## config.mk

```make
export PLATFORM = sky130hd
export DESIGN_NAME = ppe_port
export DESIGN_NICKNAME = d
export VERILOG_FILES = /design/src/include/ppe_pkg.sv /design/src/ppe_fifo.sv /design/src/ppe_port.sv
export SDC_FILE = /design/constraint.sdc
export NUM_CORES = 1
export LEC_CHECK = 0
export ABC_AREA = 0
export CORE_MARGIN = 5
export CORE_UTILIZATION = 60
export CTS_CLUSTER_DIAMETER = 200
export CTS_CLUSTER_SIZE = 12
export DETAILED_ROUTE_END_ITERATION = 6
export DONT_BUFFER_PORTS = 1
export PLACE_DENSITY = 0.87
export SYNTH_ARGS = -nofsm -noshare
export SYNTH_HDL_FRONTEND = slang
export SYNTH_SLANG_ARGS = --single-unit
```

## constraint.sdc

```tcl
create_clock -name ref_clk -period 3.3 [get_ports ref_clk]
set_clock_uncertainty 0.1 [all_clocks]
set_input_delay 0 -clock ref_clk [delete_from_list [all_inputs] [get_ports ref_clk]]
set_output_delay 0 -clock ref_clk [all_outputs]
set_load 0.01 [all_outputs]
```

## src/include/ppe_pkg.sv

```systemverilog
// Package for the printer port with extended-capabilities FIFO
package ppe_pkg;

  // Base address choices and register offsets
  localparam logic [9:0]  BASE_LOW       = 10'h278;
  localparam logic [9:0]  BASE_HIGH      = 10'h378;
  localparam logic [10:0] OFS_DATA       = 11'h000;
  localparam logic [10:0] OFS_STATUS     = 11'h001;
  localparam logic [10:0] OFS_CONTROL    = 11'h002;
  localparam logic [10:0] OFS_FIFO       = 11'h400;
  localparam logic [10:0] OFS_CONFIG_B   = 11'h401;
  localparam logic [10:0] OFS_EXT_CTRL   = 11'h402;

  // Two-bit register selects on the low address lines
  localparam logic [1:0]  SEL_DATA       = 2'h0;
  localparam logic [1:0]  SEL_STATUS     = 2'h1;
  localparam logic [1:0]  SEL_CONTROL    = 2'h2;

  // Field positions
  localparam int          CTL_STROBE     = 0;
  localparam int          CTL_AUTOFEED   = 1;
  localparam int          CTL_INIT       = 2;
  localparam int          CTL_SELIN      = 3;
  localparam int          CTL_IRQEN      = 4;
  localparam int          CTL_DIR        = 5;
  localparam int          ENTRY_TYPE     = 7;

  // Constant bit fills and reset values
  localparam logic [2:0]  STATUS_LOW_ONES = 3'h7;
  localparam logic [2:0]  CTRL_HIGH_ONES  = 3'h7;
  localparam logic [5:0]  CTRL_RESET      = 6'h00;
  localparam logic [7:0]  CONFIG_A_VALUE  = 8'h10;
  localparam logic [7:0]  CONFIG_B_VALUE  = 8'h40;
  localparam logic [7:0]  BYTE_ZERO       = 8'h00;

  // Extended control modes
  typedef enum logic [2:0] {
    MODE_STANDARD = 3'h0,
    MODE_BIDIR    = 3'h1,
    MODE_FIFO_STD = 3'h2,
    MODE_ECP      = 3'h3,
    MODE_RESERVED = 3'h4,
    MODE_UNUSED   = 3'h5,
    MODE_TEST     = 3'h6,
    MODE_CONFIG   = 3'h7
  } ppe_mode_type;

  // Printer-side status inputs
  typedef struct packed {
    logic busy;
    logic ackLine;
    logic paperEmpty;
    logic printerSelected;
    logic errorLine;
  } ppe_status_type;

  // FIFO entry: tag marks command (address/run length) versus data
  typedef struct packed {
    logic       isCommand;
    logic [7:0] value;
  } ppe_entry_type;

endpackage : ppe_pkg

```

## src/ppe_fifo.sv

```systemverilog
// Small synchronous FIFO for extended-capabilities transfers
`timescale 1ns/1ps
`default_nettype none
module ppe_fifo
  import ppe_pkg::*;
#(
  parameter int WIDTH = 9,
  parameter int DEPTH = 16
) (
  // Clock and reset
  input  wire logic             ref_clk,
  input  wire logic             rst_b,
  // Control
  input  wire logic             flush,
  // Fill side
  input  wire logic             inValid,
  input  wire logic [WIDTH-1:0] inData,
  output logic                  inReady,
  // Drain side
  output logic                  outValid,
  output logic [WIDTH-1:0]      outData,
  input  wire logic             outReady
);
  localparam int AW = $clog2(DEPTH);

  if (DEPTH < 2 || (1 << AW) != DEPTH) begin : g_bad_depth
    $error("ppe_fifo: DEPTH must be a power of two");
  end

  logic [WIDTH-1:0] store [DEPTH];
  logic [AW:0]      wrPtr_ff;
  logic [AW:0]      rdPtr_ff;
  logic             doWrite;
  logic             doRead;

  assign inReady  = (wrPtr_ff - rdPtr_ff) != (AW+1)'(DEPTH);
  assign outValid = wrPtr_ff != rdPtr_ff;
  assign outData  = store[rdPtr_ff[AW-1:0]];
  assign doWrite  = inValid && inReady;
  assign doRead   = outValid && outReady;

  always_ff @(posedge ref_clk) begin
    if (doWrite) begin
      store[wrPtr_ff[AW-1:0]] <= inData;
    end
  end

  // Flush wins so a change to standard or bidirectional mode leaves the FIFO empty
  always_ff @(posedge ref_clk) begin
    if (!rst_b || flush) begin
      wrPtr_ff <= '0;
      rdPtr_ff <= '0;
    end else begin
      if (doWrite) wrPtr_ff <= wrPtr_ff + 1'b1;
      if (doRead)  rdPtr_ff <= rdPtr_ff + 1'b1;
    end
  end
endmodule : ppe_fifo
`default_nettype wire

```

## src/ppe_port.sv

```systemverilog
// Printer parallel port with extended-capabilities FIFO, register side and pins
//
// Functional notes
// - Data, status, control at base plus 0, 1, 2.
// - Port runs standard, bidirectional or ECP via extended control.
// - Data read returns the data lines; data write drives them except in FIFO-standard and ECP modes.
// - Status: bit7 busy inverted, 6 ack, 5 paper, 4 select, 3 error, 2:0 ones.
// - Control read: 7:5 ones, then irq enable, select-in, init, autofeed, strobe.
// - Control write sets strobe, autofeed, init, select-in, irq enable, direction.
// - Read decode: 00 data, 01 status, 10 control; 11 invalid.
// - Write decode: 00 data, 10 control; 01 and 11 invalid.
// - A 16-byte FIFO serves extended-capabilities transfers.
// - Base address decodes as 278h or 378h.
// - Address FIFO at 0; FIFOs and config A 400h, config B 401h, ext control 402h.
// - Address/run-length entry write-only; bit 7 set means channel address.
// - Bit 7 clear: run length, next data byte sent value plus one times.
// - Mode bits 7:5: standard, bidir, FIFO-standard, ECP, test, config; 100 reserved.
// - Irq enable set: interrupt on rising acknowledge edge; clear disables it.
// - ECP direction 1 tri-states data drivers; standard mode ignores direction.
`timescale 1ns/1ps
`default_nettype none
module ppe_port
  import ppe_pkg::*;
#(
  parameter int          FIFO_DEPTH = 16,
  parameter logic [9:0]  BASE_ADDR  = 10'h378
) (
  // Clock and reset
  input  wire logic           ref_clk,
  input  wire logic           rst_b,
  // Host I/O bus
  input  wire logic [10:0]    ioAddr,
  input  wire logic           ioRead_b,
  input  wire logic           ioWrite_b,
  input  wire logic [7:0]     ioWrData,
  output logic [7:0]          ioRdData,
  output logic                ioRdValid,
  // Printer data lines
  input  wire logic [7:0]     portDataIn,
  output logic [7:0]          portDataOut,
  output logic                portDataOe,
  // Printer control lines
  output logic                strobeLine,
  output logic                autoFeed,
  output logic                initLine,
  output logic                selectInLine,
  // Printer status lines
  input  wire ppe_status_type printerStatus,
  // Interrupt request
  output logic                ackIrq
);
  if (FIFO_DEPTH != 16) begin : g_bad_depth
    $error("ppe_port: FIFO_DEPTH must be 16");
  end
  if (BASE_ADDR != BASE_LOW && BASE_ADDR != BASE_HIGH) begin : g_bad_base
    $error("ppe_port: bad BASE_ADDR");
  end

  // Registers
  logic [7:0]    portData_ff;
  logic [5:0]    control_ff;
  ppe_mode_type  mode_ff;
  logic          ackPrev_ff;
  logic [6:0]    repeatLeft_ff;
  logic          repeatArm_ff;
  logic [6:0]    repeatCount_ff;
  logic [7:0]    rdData_ff;
  logic          rdValid_ff;
  logic [7:0]    dataOut_ff;
  logic          dataOe_ff;
  logic [3:0]    lines_ff;
  logic          irq_ff;
  logic          readPrev_ff;
  logic          writePrev_ff;

  // Access decode
  logic          portSelect_n;
  logic [1:0]    lowSel;
  logic          rdStrobe;
  logic          wrStrobe;
  logic          inHighGroup;
  logic          extCtrlHit;

  // FIFO wiring
  ppe_entry_type fifoIn;
  ppe_entry_type fifoOut;
  logic          fifoInValid;
  logic          fifoInReady;
  logic          fifoOutValid;
  logic          fifoOutReady;
  logic          fifoFlush;
  logic          sendStep;
  logic          dataLast;

  // Access is one pulse at the leading edge of a strobe
  function automatic logic hitLow(input logic [10:0] addr, input logic [1:0] sel);
    hitLow = (addr[1:0] == sel) && !addr[10];
  endfunction : hitLow

  function automatic logic hitHigh(input logic [10:0] addr, input logic [1:0] sel);
    hitHigh = (addr[1:0] == sel) && addr[10];
  endfunction : hitHigh

  // Code 11 in the low group never selects, so it can neither answer nor write
  assign portSelect_n = !((ioAddr[9:2] == BASE_ADDR[9:2]) && !ioAddr[10] && ioAddr[1:0] != 2'h3) &&
                        !(ioAddr[10] && ioAddr[9:2] == BASE_ADDR[9:2]);
  assign lowSel       = ioAddr[1:0];
  assign inHighGroup  = ioAddr[10];
  assign rdStrobe     = !ioRead_b && ioWrite_b && readPrev_ff && !portSelect_n;
  assign wrStrobe     = !ioWrite_b && ioRead_b && writePrev_ff && !portSelect_n;
  assign extCtrlHit   = hitHigh(ioAddr, OFS_EXT_CTRL[1:0]);

  always_ff @(posedge ref_clk) begin
    if (!rst_b) begin
      readPrev_ff  <= 1'b1;
      writePrev_ff <= 1'b1;
    end else begin
      readPrev_ff  <= ioRead_b;
      writePrev_ff <= ioWrite_b;
    end
  end

  // Data register; address FIFO shares offset 0 in ECP mode
  always_ff @(posedge ref_clk) begin
    if (!rst_b) begin
      portData_ff <= BYTE_ZERO;
    end else if (wrStrobe && hitLow(ioAddr, SEL_DATA) && mode_ff != MODE_ECP) begin
      portData_ff <= ioWrData;
    end
  end

  // Control register; bits 7:5 read back as ones regardless of what the host writes
  always_ff @(posedge ref_clk) begin
    if (!rst_b) begin
      control_ff <= CTRL_RESET;
    end else if (wrStrobe && hitLow(ioAddr, SEL_CONTROL)) begin
      control_ff <= ioWrData[5:0];
    end
  end

  // Extended control mode; reserved codes are refused
  always_ff @(posedge ref_clk) begin
    if (!rst_b) begin
      mode_ff <= MODE_STANDARD;
    end else if (wrStrobe && extCtrlHit) begin
      if (ioWrData[7:5] != MODE_RESERVED && ioWrData[7:5] != MODE_UNUSED) begin
        mode_ff <= ppe_mode_type'(ioWrData[7:5]);
      end
    end
  end

  // FIFO fill: command entries at offset 0, data entries at 400h
  always_comb begin
    fifoInValid = 1'b0;
    fifoIn      = '0;
    if (wrStrobe && mode_ff == MODE_ECP && hitLow(ioAddr, SEL_DATA)) begin
      fifoInValid = 1'b1;
      fifoIn      = '{isCommand: 1'b1, value: ioWrData};
    end else if (wrStrobe && hitHigh(ioAddr, OFS_FIFO[1:0]) &&
                 (mode_ff == MODE_ECP || mode_ff == MODE_FIFO_STD || mode_ff == MODE_TEST)) begin
      fifoInValid = 1'b1;
      fifoIn      = '{isCommand: 1'b0, value: ioWrData};
    end
  end

  // Standard and bidirectional modes hold the FIFO reset
  assign fifoFlush = mode_ff == MODE_STANDARD || mode_ff == MODE_BIDIR;

  ppe_fifo #(
    .WIDTH ($bits(ppe_entry_type)),
    .DEPTH (FIFO_DEPTH)
  ) u_fifo (
    .ref_clk  (ref_clk),
    .rst_b    (rst_b),
    .flush    (fifoFlush),
    .inValid  (fifoInValid),
    .inData   (fifoIn),
    .inReady  (fifoInReady),
    .outValid (fifoOutValid),
    .outData  (fifoOut),
    .outReady (fifoOutReady)
  );

  // Drain one entry per cycle toward the lines; test mode drains only by host read
  assign sendStep     = fifoOutValid && (mode_ff == MODE_ECP || mode_ff == MODE_FIFO_STD) &&
                        !(mode_ff == MODE_ECP && control_ff[CTL_DIR]);
  // A data entry leaves only after its last repeat has stood on the lines
  assign dataLast     = repeatArm_ff ? repeatCount_ff == '0 : repeatLeft_ff == '0;
  assign fifoOutReady = (sendStep && (fifoOut.isCommand || dataLast)) ||
                        (rdStrobe && hitHigh(ioAddr, OFS_FIFO[1:0]) && mode_ff == MODE_TEST);

  // Run-length: a count entry arms a repeat for the next data byte
  always_ff @(posedge ref_clk) begin
    if (!rst_b || fifoFlush) begin
      repeatArm_ff   <= 1'b0;
      repeatCount_ff <= '0;
      repeatLeft_ff  <= '0;
    end else if (sendStep && fifoOut.isCommand && !fifoOut.value[ENTRY_TYPE]) begin
      repeatArm_ff   <= 1'b1;
      repeatCount_ff <= fifoOut.value[6:0];
    end else if (sendStep && !fifoOut.isCommand) begin
      if (repeatArm_ff) begin
        repeatArm_ff  <= 1'b0;
        // Armed cycle is the first showing, so one fewer remains
        repeatLeft_ff <= (repeatCount_ff == '0) ? '0 : repeatCount_ff - 1'b1;
      end else if (repeatLeft_ff != '0) begin
        repeatLeft_ff <= repeatLeft_ff - 1'b1;
      end
    end
  end

  // Data line drive; direction only matters in bidirectional and ECP modes
  always_ff @(posedge ref_clk) begin
    if (!rst_b) begin
      dataOut_ff <= BYTE_ZERO;
      dataOe_ff  <= 1'b0;
    end else begin
      if (sendStep && !fifoOut.isCommand) begin
        dataOut_ff <= fifoOut.value;
      end else if (sendStep && fifoOut.value[ENTRY_TYPE]) begin
        dataOut_ff <= fifoOut.value;
      end else if (mode_ff != MODE_ECP && mode_ff != MODE_FIFO_STD) begin
        dataOut_ff <= portData_ff;
      end
      case (mode_ff)
        MODE_STANDARD, MODE_FIFO_STD: dataOe_ff <= 1'b1;
        MODE_BIDIR, MODE_ECP:         dataOe_ff <= !control_ff[CTL_DIR];
        default:                      dataOe_ff <= 1'b1;
      endcase
    end
  end

  // Control lines and acknowledge interrupt
  always_ff @(posedge ref_clk) begin
    if (!rst_b) begin
      lines_ff   <= '0;
      ackPrev_ff <= 1'b0;
      irq_ff     <= 1'b0;
    end else begin
      lines_ff   <= control_ff[CTL_SELIN:CTL_STROBE];
      ackPrev_ff <= printerStatus.ackLine;
      irq_ff     <= control_ff[CTL_IRQEN] && printerStatus.ackLine && !ackPrev_ff;
    end
  end

  // Read data; invalid codes return zero and no valid flag
  always_ff @(posedge ref_clk) begin
    if (!rst_b) begin
      rdData_ff  <= BYTE_ZERO;
      rdValid_ff <= 1'b0;
    end else begin
      rdData_ff  <= BYTE_ZERO;
      rdValid_ff <= 1'b0;
      if (rdStrobe && !inHighGroup) begin
        rdValid_ff <= lowSel != 2'h3;
        case (lowSel)
          SEL_DATA:    rdData_ff <= portDataIn;
          SEL_STATUS:  rdData_ff <= {!printerStatus.busy, printerStatus.ackLine, printerStatus.paperEmpty,
                                     printerStatus.printerSelected, printerStatus.errorLine,
                                     STATUS_LOW_ONES};
          SEL_CONTROL: rdData_ff <= {CTRL_HIGH_ONES, control_ff[CTL_IRQEN:CTL_STROBE]};
          default:     rdData_ff <= BYTE_ZERO;
        endcase
      end else if (rdStrobe) begin
        rdValid_ff <= 1'b1;
        case (lowSel)
          OFS_FIFO[1:0]:     rdData_ff <= mode_ff == MODE_CONFIG ? CONFIG_A_VALUE :
                                          (mode_ff == MODE_TEST ? fifoOut.value : BYTE_ZERO);
          OFS_CONFIG_B[1:0]: rdData_ff <= mode_ff == MODE_CONFIG ? CONFIG_B_VALUE : BYTE_ZERO;
          OFS_EXT_CTRL[1:0]: rdData_ff <= {mode_ff, !fifoInReady, !fifoOutValid, 3'h0};
          default: begin
            rdData_ff  <= BYTE_ZERO;
            rdValid_ff <= 1'b0;
          end
        endcase
      end
    end
  end

  assign ioRdData     = rdData_ff;
  assign ioRdValid    = rdValid_ff;
  assign portDataOut  = dataOut_ff;
  assign portDataOe   = dataOe_ff;
  assign strobeLine   = lines_ff[CTL_STROBE];
  assign autoFeed     = lines_ff[CTL_AUTOFEED];
  assign initLine     = lines_ff[CTL_INIT];
  assign selectInLine = lines_ff[CTL_SELIN];
  assign ackIrq       = irq_ff;
endmodule : ppe_port
`default_nettype wire

```

# Word level (Yosys, flattened, before mapping)
# Memory sizes are Yosys's and may differ from the RTL's. A register that Yosys moved wholly into a read port is not among the register bits.
# Index checks and enable logic that the tools add are counted.
[totals]
regBits = 68
ram_bits = 144
word_cells = 139
n_memories = 1
[mem_list]
columns = ["name", "words", "word_bits", "read_ports", "rd_ports_with_merged_regs", "write_ports", "line_no", "text"]
rows = [
  ["u_fifo.store", 16, 9, 1, 1, 1, "ppe_fifo.sv:30", "logic [WIDTH-1:0] store [DEPTH];"],
]
[classes]
add_sub_neg = 5
n_eq_ne = 15
muxes = 28
bitwise_logic = 1
reduce_logical = 72
[ops]
columns = ["op", "count"]
rows = [
  ["8-bit two-way mux", 8],
  ["8-bit case mux with 3 select lines", 2],
  ["1-bit logical AND", 39],
  ["7-bit two-way mux", 4],
  ["1-bit logical NOT", 15],
  ["7-bit logical NOT", 2],
  ["7-bit by 1-bit subtractor with 7-bit output (second input constant)", 2],
  ["1-bit two-way mux", 11],
  ["5-bit by 1-bit adder with 5-bit output (second input constant)", 2],
  ["9-bit two-way mux", 1],
  ["8-bit == test (second input constant)", 1],
  ["4-bit two-way mux", 2],
  ["7-bit nonzero test", 1],
  ["3-bit by 2-bit == test with 1-bit output (second input constant)", 2],
  ["3-bit == test (second input constant)", 2],
  ["1-bit logical OR", 6],
  ["3-bit by 2-bit != test with 1-bit output (second input constant)", 2],
  ["3-bit != test (second input constant)", 2],
  ["5-bit != test", 1],
  ["5-bit != test (second input constant)", 1],
  ["5-bit subtractor", 1],
  ["2-bit nonzero test", 2],
  ["3-bit by 1-bit == test with 1-bit output (second input constant)", 1],
  ["3-bit logical NOT", 1],
  ["10 further kinds", 10],
]

# Longest topological paths before layout
[logic_depth]
word_depth = 14
mapped_depth = 11
mapped_depth_nobuf = 8

# By module
# From an unflattened synthesis, not the netlist that was laid out.
[unflattened]
hier_cells = 630
hier_area_um2 = 9141.3
[modules_own_cells]
columns = ["module", "instances", "cells_each", "area_each_um2", "seq_area_each_um2"]
rows = [
  ["ppe_fifo", 1, 305, 6251.0, 4604.4],
  ["ppe_port", 1, 325, 2890.3, 1161.1],
]

# Worst setup path after synthesis
# No wires, ideal clock.
[synth_timing]
path_kind = "register to register"
startpoint = "reg u_fifo.rdPtr_ff[1]"
endpoint = "mem u_fifo.store[14][0], enable pin"
setup_ns = 0.338
arrival_ns = 2.343
t_required_ns = 2.862
path_slack_ns = 0.519
path_stages_with_launch = 10
path_buffers = 1
synth_period_minus_slack_ns = 2.781
path_cell_list = "dfxtp_1 -> inv_1 -> ha_1 -> nor2b_1 -> o21a_1 -> o211a_1 -> o31a_1 -> nor2_1 -> clkbuf_1 -> and3_1"
[synth_via]
elab_chain_cells = 5
[synth_lines]
columns = ["item", "line_no", "text"]
rows = [
  ["from (decl)", "ppe_fifo.sv:32", "logic [AW:0] rdPtr_ff;"],
  ["from (signal assigned)", "ppe_fifo.sv:55", "if (doRead) rdPtr_ff <= rdPtr_ff + 1'b1;"],
  ["5-bit subtractor", "ppe_fifo.sv:36", "assign inReady = (wrPtr_ff - rdPtr_ff) != (AW+1)'(DEPTH);"],
  ["5-bit != test", "ppe_fifo.sv:36", ""],
  ["1-bit logical AND", "ppe_fifo.sv:39", "assign doWrite = inValid && inReady;"],
  ["1-bit two-way mux", "ppe_fifo.sv:43", "if (doWrite) begin"],
  ["1-bit two-way mux (not written as such)", "ppe_fifo.sv:44", "store[wrPtr_ff[AW-1:0]] <= inData;"],
  ["to (decl)", "ppe_fifo.sv:30", ""],
]
# No other way between the ends.

# Final worst setup path
[layout_timing]
startpoint = "in ioAddr[6]"
endpoint = "reg rdData_ff[4], in the netlist ioRdData[4]"
[layout_via]
elab_chain_cells = 9
word_cells_on_any_way = 12
[layout_lines]
columns = ["item", "line_no", "text"]
rows = [
  ["from (decl)", "ppe_port.sv:32", "input wire logic [10:0] ioAddr,"],
  ["8-bit == test (*)", "ppe_port.sv:105, ppe_port.sv:106", ""],
  ["1-bit logical AND (2 in a row)", "ppe_port.sv:105", "assign portSelect_n = !((ioAddr[9:2] == BASE_ADDR[9:2]) && !ioAddr[10] && ioAddr[1:0] != 2'h3) &&"],
  ["1-bit logical NOT", "ppe_port.sv:105", ""],
  ["1-bit logical AND (*)", "ppe_port.sv:105", ""],
  ["1-bit logical NOT (*)", "ppe_port.sv:109", "assign rdStrobe = !ioRead_b && ioWrite_b && readPrev_ff && !portSelect_n;"],
  ["1-bit logical AND (*)", "ppe_port.sv:109", ""],
  ["8-bit two-way mux or 1-bit logical AND (tied branches)", "ppe_port.sv:264, ppe_port.sv:254", ""],
  ["8-bit two-way mux (*)", "ppe_port.sv:254", "if (rdStrobe && !inHighGroup) begin"],
  ["to (signal assigned)", "ppe_port.sv:257", "SEL_DATA: rdData_ff <= portDataIn;"],
  ["to (signal assigned)", "ppe_port.sv:258", "SEL_STATUS: rdData_ff <= {!printerStatus.busy, printerStatus.ackLine, printerStatus.paperEmpty,"],
  ["to (signal assigned)", "ppe_port.sv:267", "OFS_FIFO[1:0]: rdData_ff <= mode_ff == MODE_CONFIG ? CONFIG_A_VALUE :"],
  ["to (decl)", "ppe_port.sv:67", "logic [7:0] rdData_ff;"],
]
# Mark *: on every way between the ends. The rest lies on a longest branch, timed or not.
# A chain may end at the register's enable or synchronous reset.

==> metrics.yaml <==
critical_path:
  r2r_cells: 9
  worstSetupStartpointType: "input pin"
  reg2reg_from: "writePrev_ff"
  reg2reg_slack_ns: 0.23
  reg2reg_to: "portData_ff[4]"
  startpoint: "ioAddr[6]"
  cp.arrival_ns: 3.41
  cp-end-kind: "register"
  critPathKind: "input pin to register"
  required_ns: 3.61
  worstPathMaxFanout: 6
  cp-endpoint: "ioRdData[4]"
detailed_routing:
  firstDrtPassIters: 5
  post-route-drc-count: 0
  via_per_inst: 6.93
  wirelength_um: 24300
  ant_nets: 0
  num_vias: 6311
  wl_per_cell_um: 26.6
  first_iter_violations: 865
die:
  fp.dieW_um: 135
  rows: 45
  core_sq_um: 15200
  ios: 59
  dieArea_sq_um: 18100
  die-height_um: 135
  start_util_pct: 61.2
timing:
  rsz0062_at_grt: "false"
  slew_headroom_pct: 32.4
  min_period_ns: 3.10
  tightestPinTransition_ns: 1.01
  fin_tns_setup_ns: 0
  fin_crit_sh_pct: 93.9
  final_hold_viol_count: 0
  finalMaxSlewViolations: 0
  setup_viol: 0
  max_freq_mhz: 323
finish:
  final_common_cell: "edfxtp_1"
  mostFrequentLayoutCells: "edfxtp_1, dfxtp_1, nand2_1"
  antenna_cells: 0
  drive_gt1_share_pct: 9.96
  nNetsFinal: 768
  fin_cells: 911
  syn_to_final_growth_pct: 11.6
  fin_area_sq_um: 10400
global_route:
  grt_pass1_vias: 6509
  grt_antenna_before_repair: 0
  grt_pass1_wl_um: 37700
  grtUsageTotal_pct: 27.1
  overflow: 0
  grt_start_max_net_pins: 46
yosys:
  syn-num-nets: 728
  synth_top_area_share_pct: 46.5
  netlist_area_sq_um: 9310
  yosys_register_bits: 216
  yosys-top-cells-area: "edfxtp_1, dfxtp_1, mux4_2"
  synth_cell_types: 64
  synthArstFlopShare_pct: 0
  synthCells: 679
  syn_avg_cell_area_sq_um: 13.7
  synth-edff-count: 144
  synth_warnings: 0
  synth_area_leader_cell: "edfxtp_1"
  synth-main-ff-cell: "edfxtp_1"
  yosysSeqAreaShare_pct: 61.9
place:
  placed_cell_area_sq_um: 9460
  gp_congestion: 0.886
  dp_cells: 847
  place_hpwl_um: 15600
  portBuffers: 0
run_status:
  status: "complete, no violations"
clocking:
  root_buffer: "clkbuf_16"
  clock_latency_ns: 0.50
  cts_setup_buffers: 0
  max-clock-path-buffers: 3
  clk_transition_reported_paths_ns: 0.06
  cts_tree: "yes"
  cts.sinks: 216
  cts-buffers-inserted: 21
  cts_max_level: 1
pwr:
  ir_drop_v: 0.000400
  powerDensity_nw_per_um2: 480
  p_clk_share_pct: 41.2
  p_leak_uw: 0.00337
  share_seq_of_total_power_pct: 57.2
  p_total_uw: 4990
  combPwrFrac_pct: 1.6
  switchingPower_uw: 954
  switching_share_pct: 19.1
  intPower_uw: 4040
worst_hold_path:
  worstHoldPathType: "input pin to register"
job:
  drv_cap: 0
cells by family after synthesis:
| group | after synthesis | synth area share (%) |
|---|---|---|
| DFF | 216 | 61.9 |
| muxes | 63 | 11.4 |
| xor gates and xnor gates | 8 | 0.753 |
| AOI/OAI and AO/OA | 112 | 8.85 |
| adders and majority gates | 13 | 1.75 |
| and+or+nand+nor | 218 | 12.6 |
| buffers and inverters | 49 | 2.72 |
worst min path at each step:
stage / endpoint / cells past startpoint / start
2_1_floorplan: readPrev_ff / 1 / ioRead_b
3_3_place_gp: writePrev_ff / 1 / rst_b
3_5_place_dp: writePrev_ff / 1 / rst_b
4_1_cts: u_fifo.store[9][3] / 1 / ioWrData[3]
5_1_grt: u_fifo.store[9][3] / 1 / ioWrData[3]
6_report: u_fifo.store[8][3] / 1 / ioWrData[3]
cells in the mapped netlist (2+ instances only):
master and count:
a211oi_2 2, inv_1 14, buf_6 4, o2111ai_1 4, a31o_2 3, mux4_2 23
nor2_1 40, or3_1 2, dfxtp_1 72, a22oi_1 23, clkbuf_1 23, nand2_1 43
o211ai_1 2, nor2b_1 23, a21oi_1 12, ha_1 13, nand3b_1 7, and4_1 2
nor3_1 15, o21ai_0 14, and2_1 17, nand2b_1 9, a221oi_1 4, mux2i_1 31
xnor2_1 4, mux4_1 9, nand4b_1 2, a21boi_0 16, a31oi_1 6, o21a_1 3
edfxtp_1 144, and3_1 23, nand3_1 25, buf_4 2, xor2_1 4, o211a_1 4
o221ai_1 5, buf_2 3, nor4_1 2
critical path, cell delays in order:
cell and delay [ns]:
dlygate4sd3_1 0.53, nand4b_1 0.14, dlygate4sd3_1 0.59, nor3_1 0.76, dlygate4sd3_1 0.67, nand2_1 0.07
a21oi_1 0.34, o2111ai_1 0.16, o21ai_0 0.14
per-stage QoR:
step	setup WS (ns)	utilization [%]	hold slack, ns
after global placement	0.531	62.2	-0.0202
final	0.200	68.4	0.0190
after floorplan	0.519	-	0.00147
after global routing	0.116	68.4	0.0613
after detailed placement	0.385	62.2	-0.0173
after CTS	0.171	68.3	0.0304
power groups by stage:
stage / registers [uW] / clock network [uW] / logic (uW)
6_report: 2850 / 2060 / 79.4
5_1_grt: 2850 / 2180 / 82.9
4_1_cts: 2850 / 2060 / 71.6
3_5_place_dp: 2910 / 0 / 26.7
3_3_place_gp: 2910 / 0 / 25.6
2_1_floorplan: 2910 / 0 / 32.5
cell type report:
class / count / area (sq um)
inverter: 14 / 52.6
sequential: 216 / 5770
fill: 919 / 4810
timing repair buffer: 52 / 493
tap: 188 / 235
clock buffer: 27 / 548
multi-input combinational: 414 / 3300
repair_timing:
item,in CTS,in global routing
hold buffers,37,0
endpoints found under the hold margin,91,0
setup endpoints to repair,0,1
resized for setup,0,1
state kept, by name, summed over array words and instances, names as in the netlist, 3 cells and up, named ones only:
name / count
u_fifo.wrPtr_ff: 5
mode_ff: 3
control_ff: 6
u_fifo.store: 144
portDataOut: 8
ioRdData: 8
portData_ff: 8
u_fifo.rdPtr_ff: 5
repeatCount_ff: 7
lines_ff: 4
repeatLeft_ff: 7
metal layers:
metal,track usage [%],up-vias,share of wire [%]
met5,0,-,0
met4,13.4,0,5.6
met3,5.70,103,11
met2,44.6,481,48
met1,34.4,3056,36
li1,-,2671,-
(Power assumes the default switching activity.)
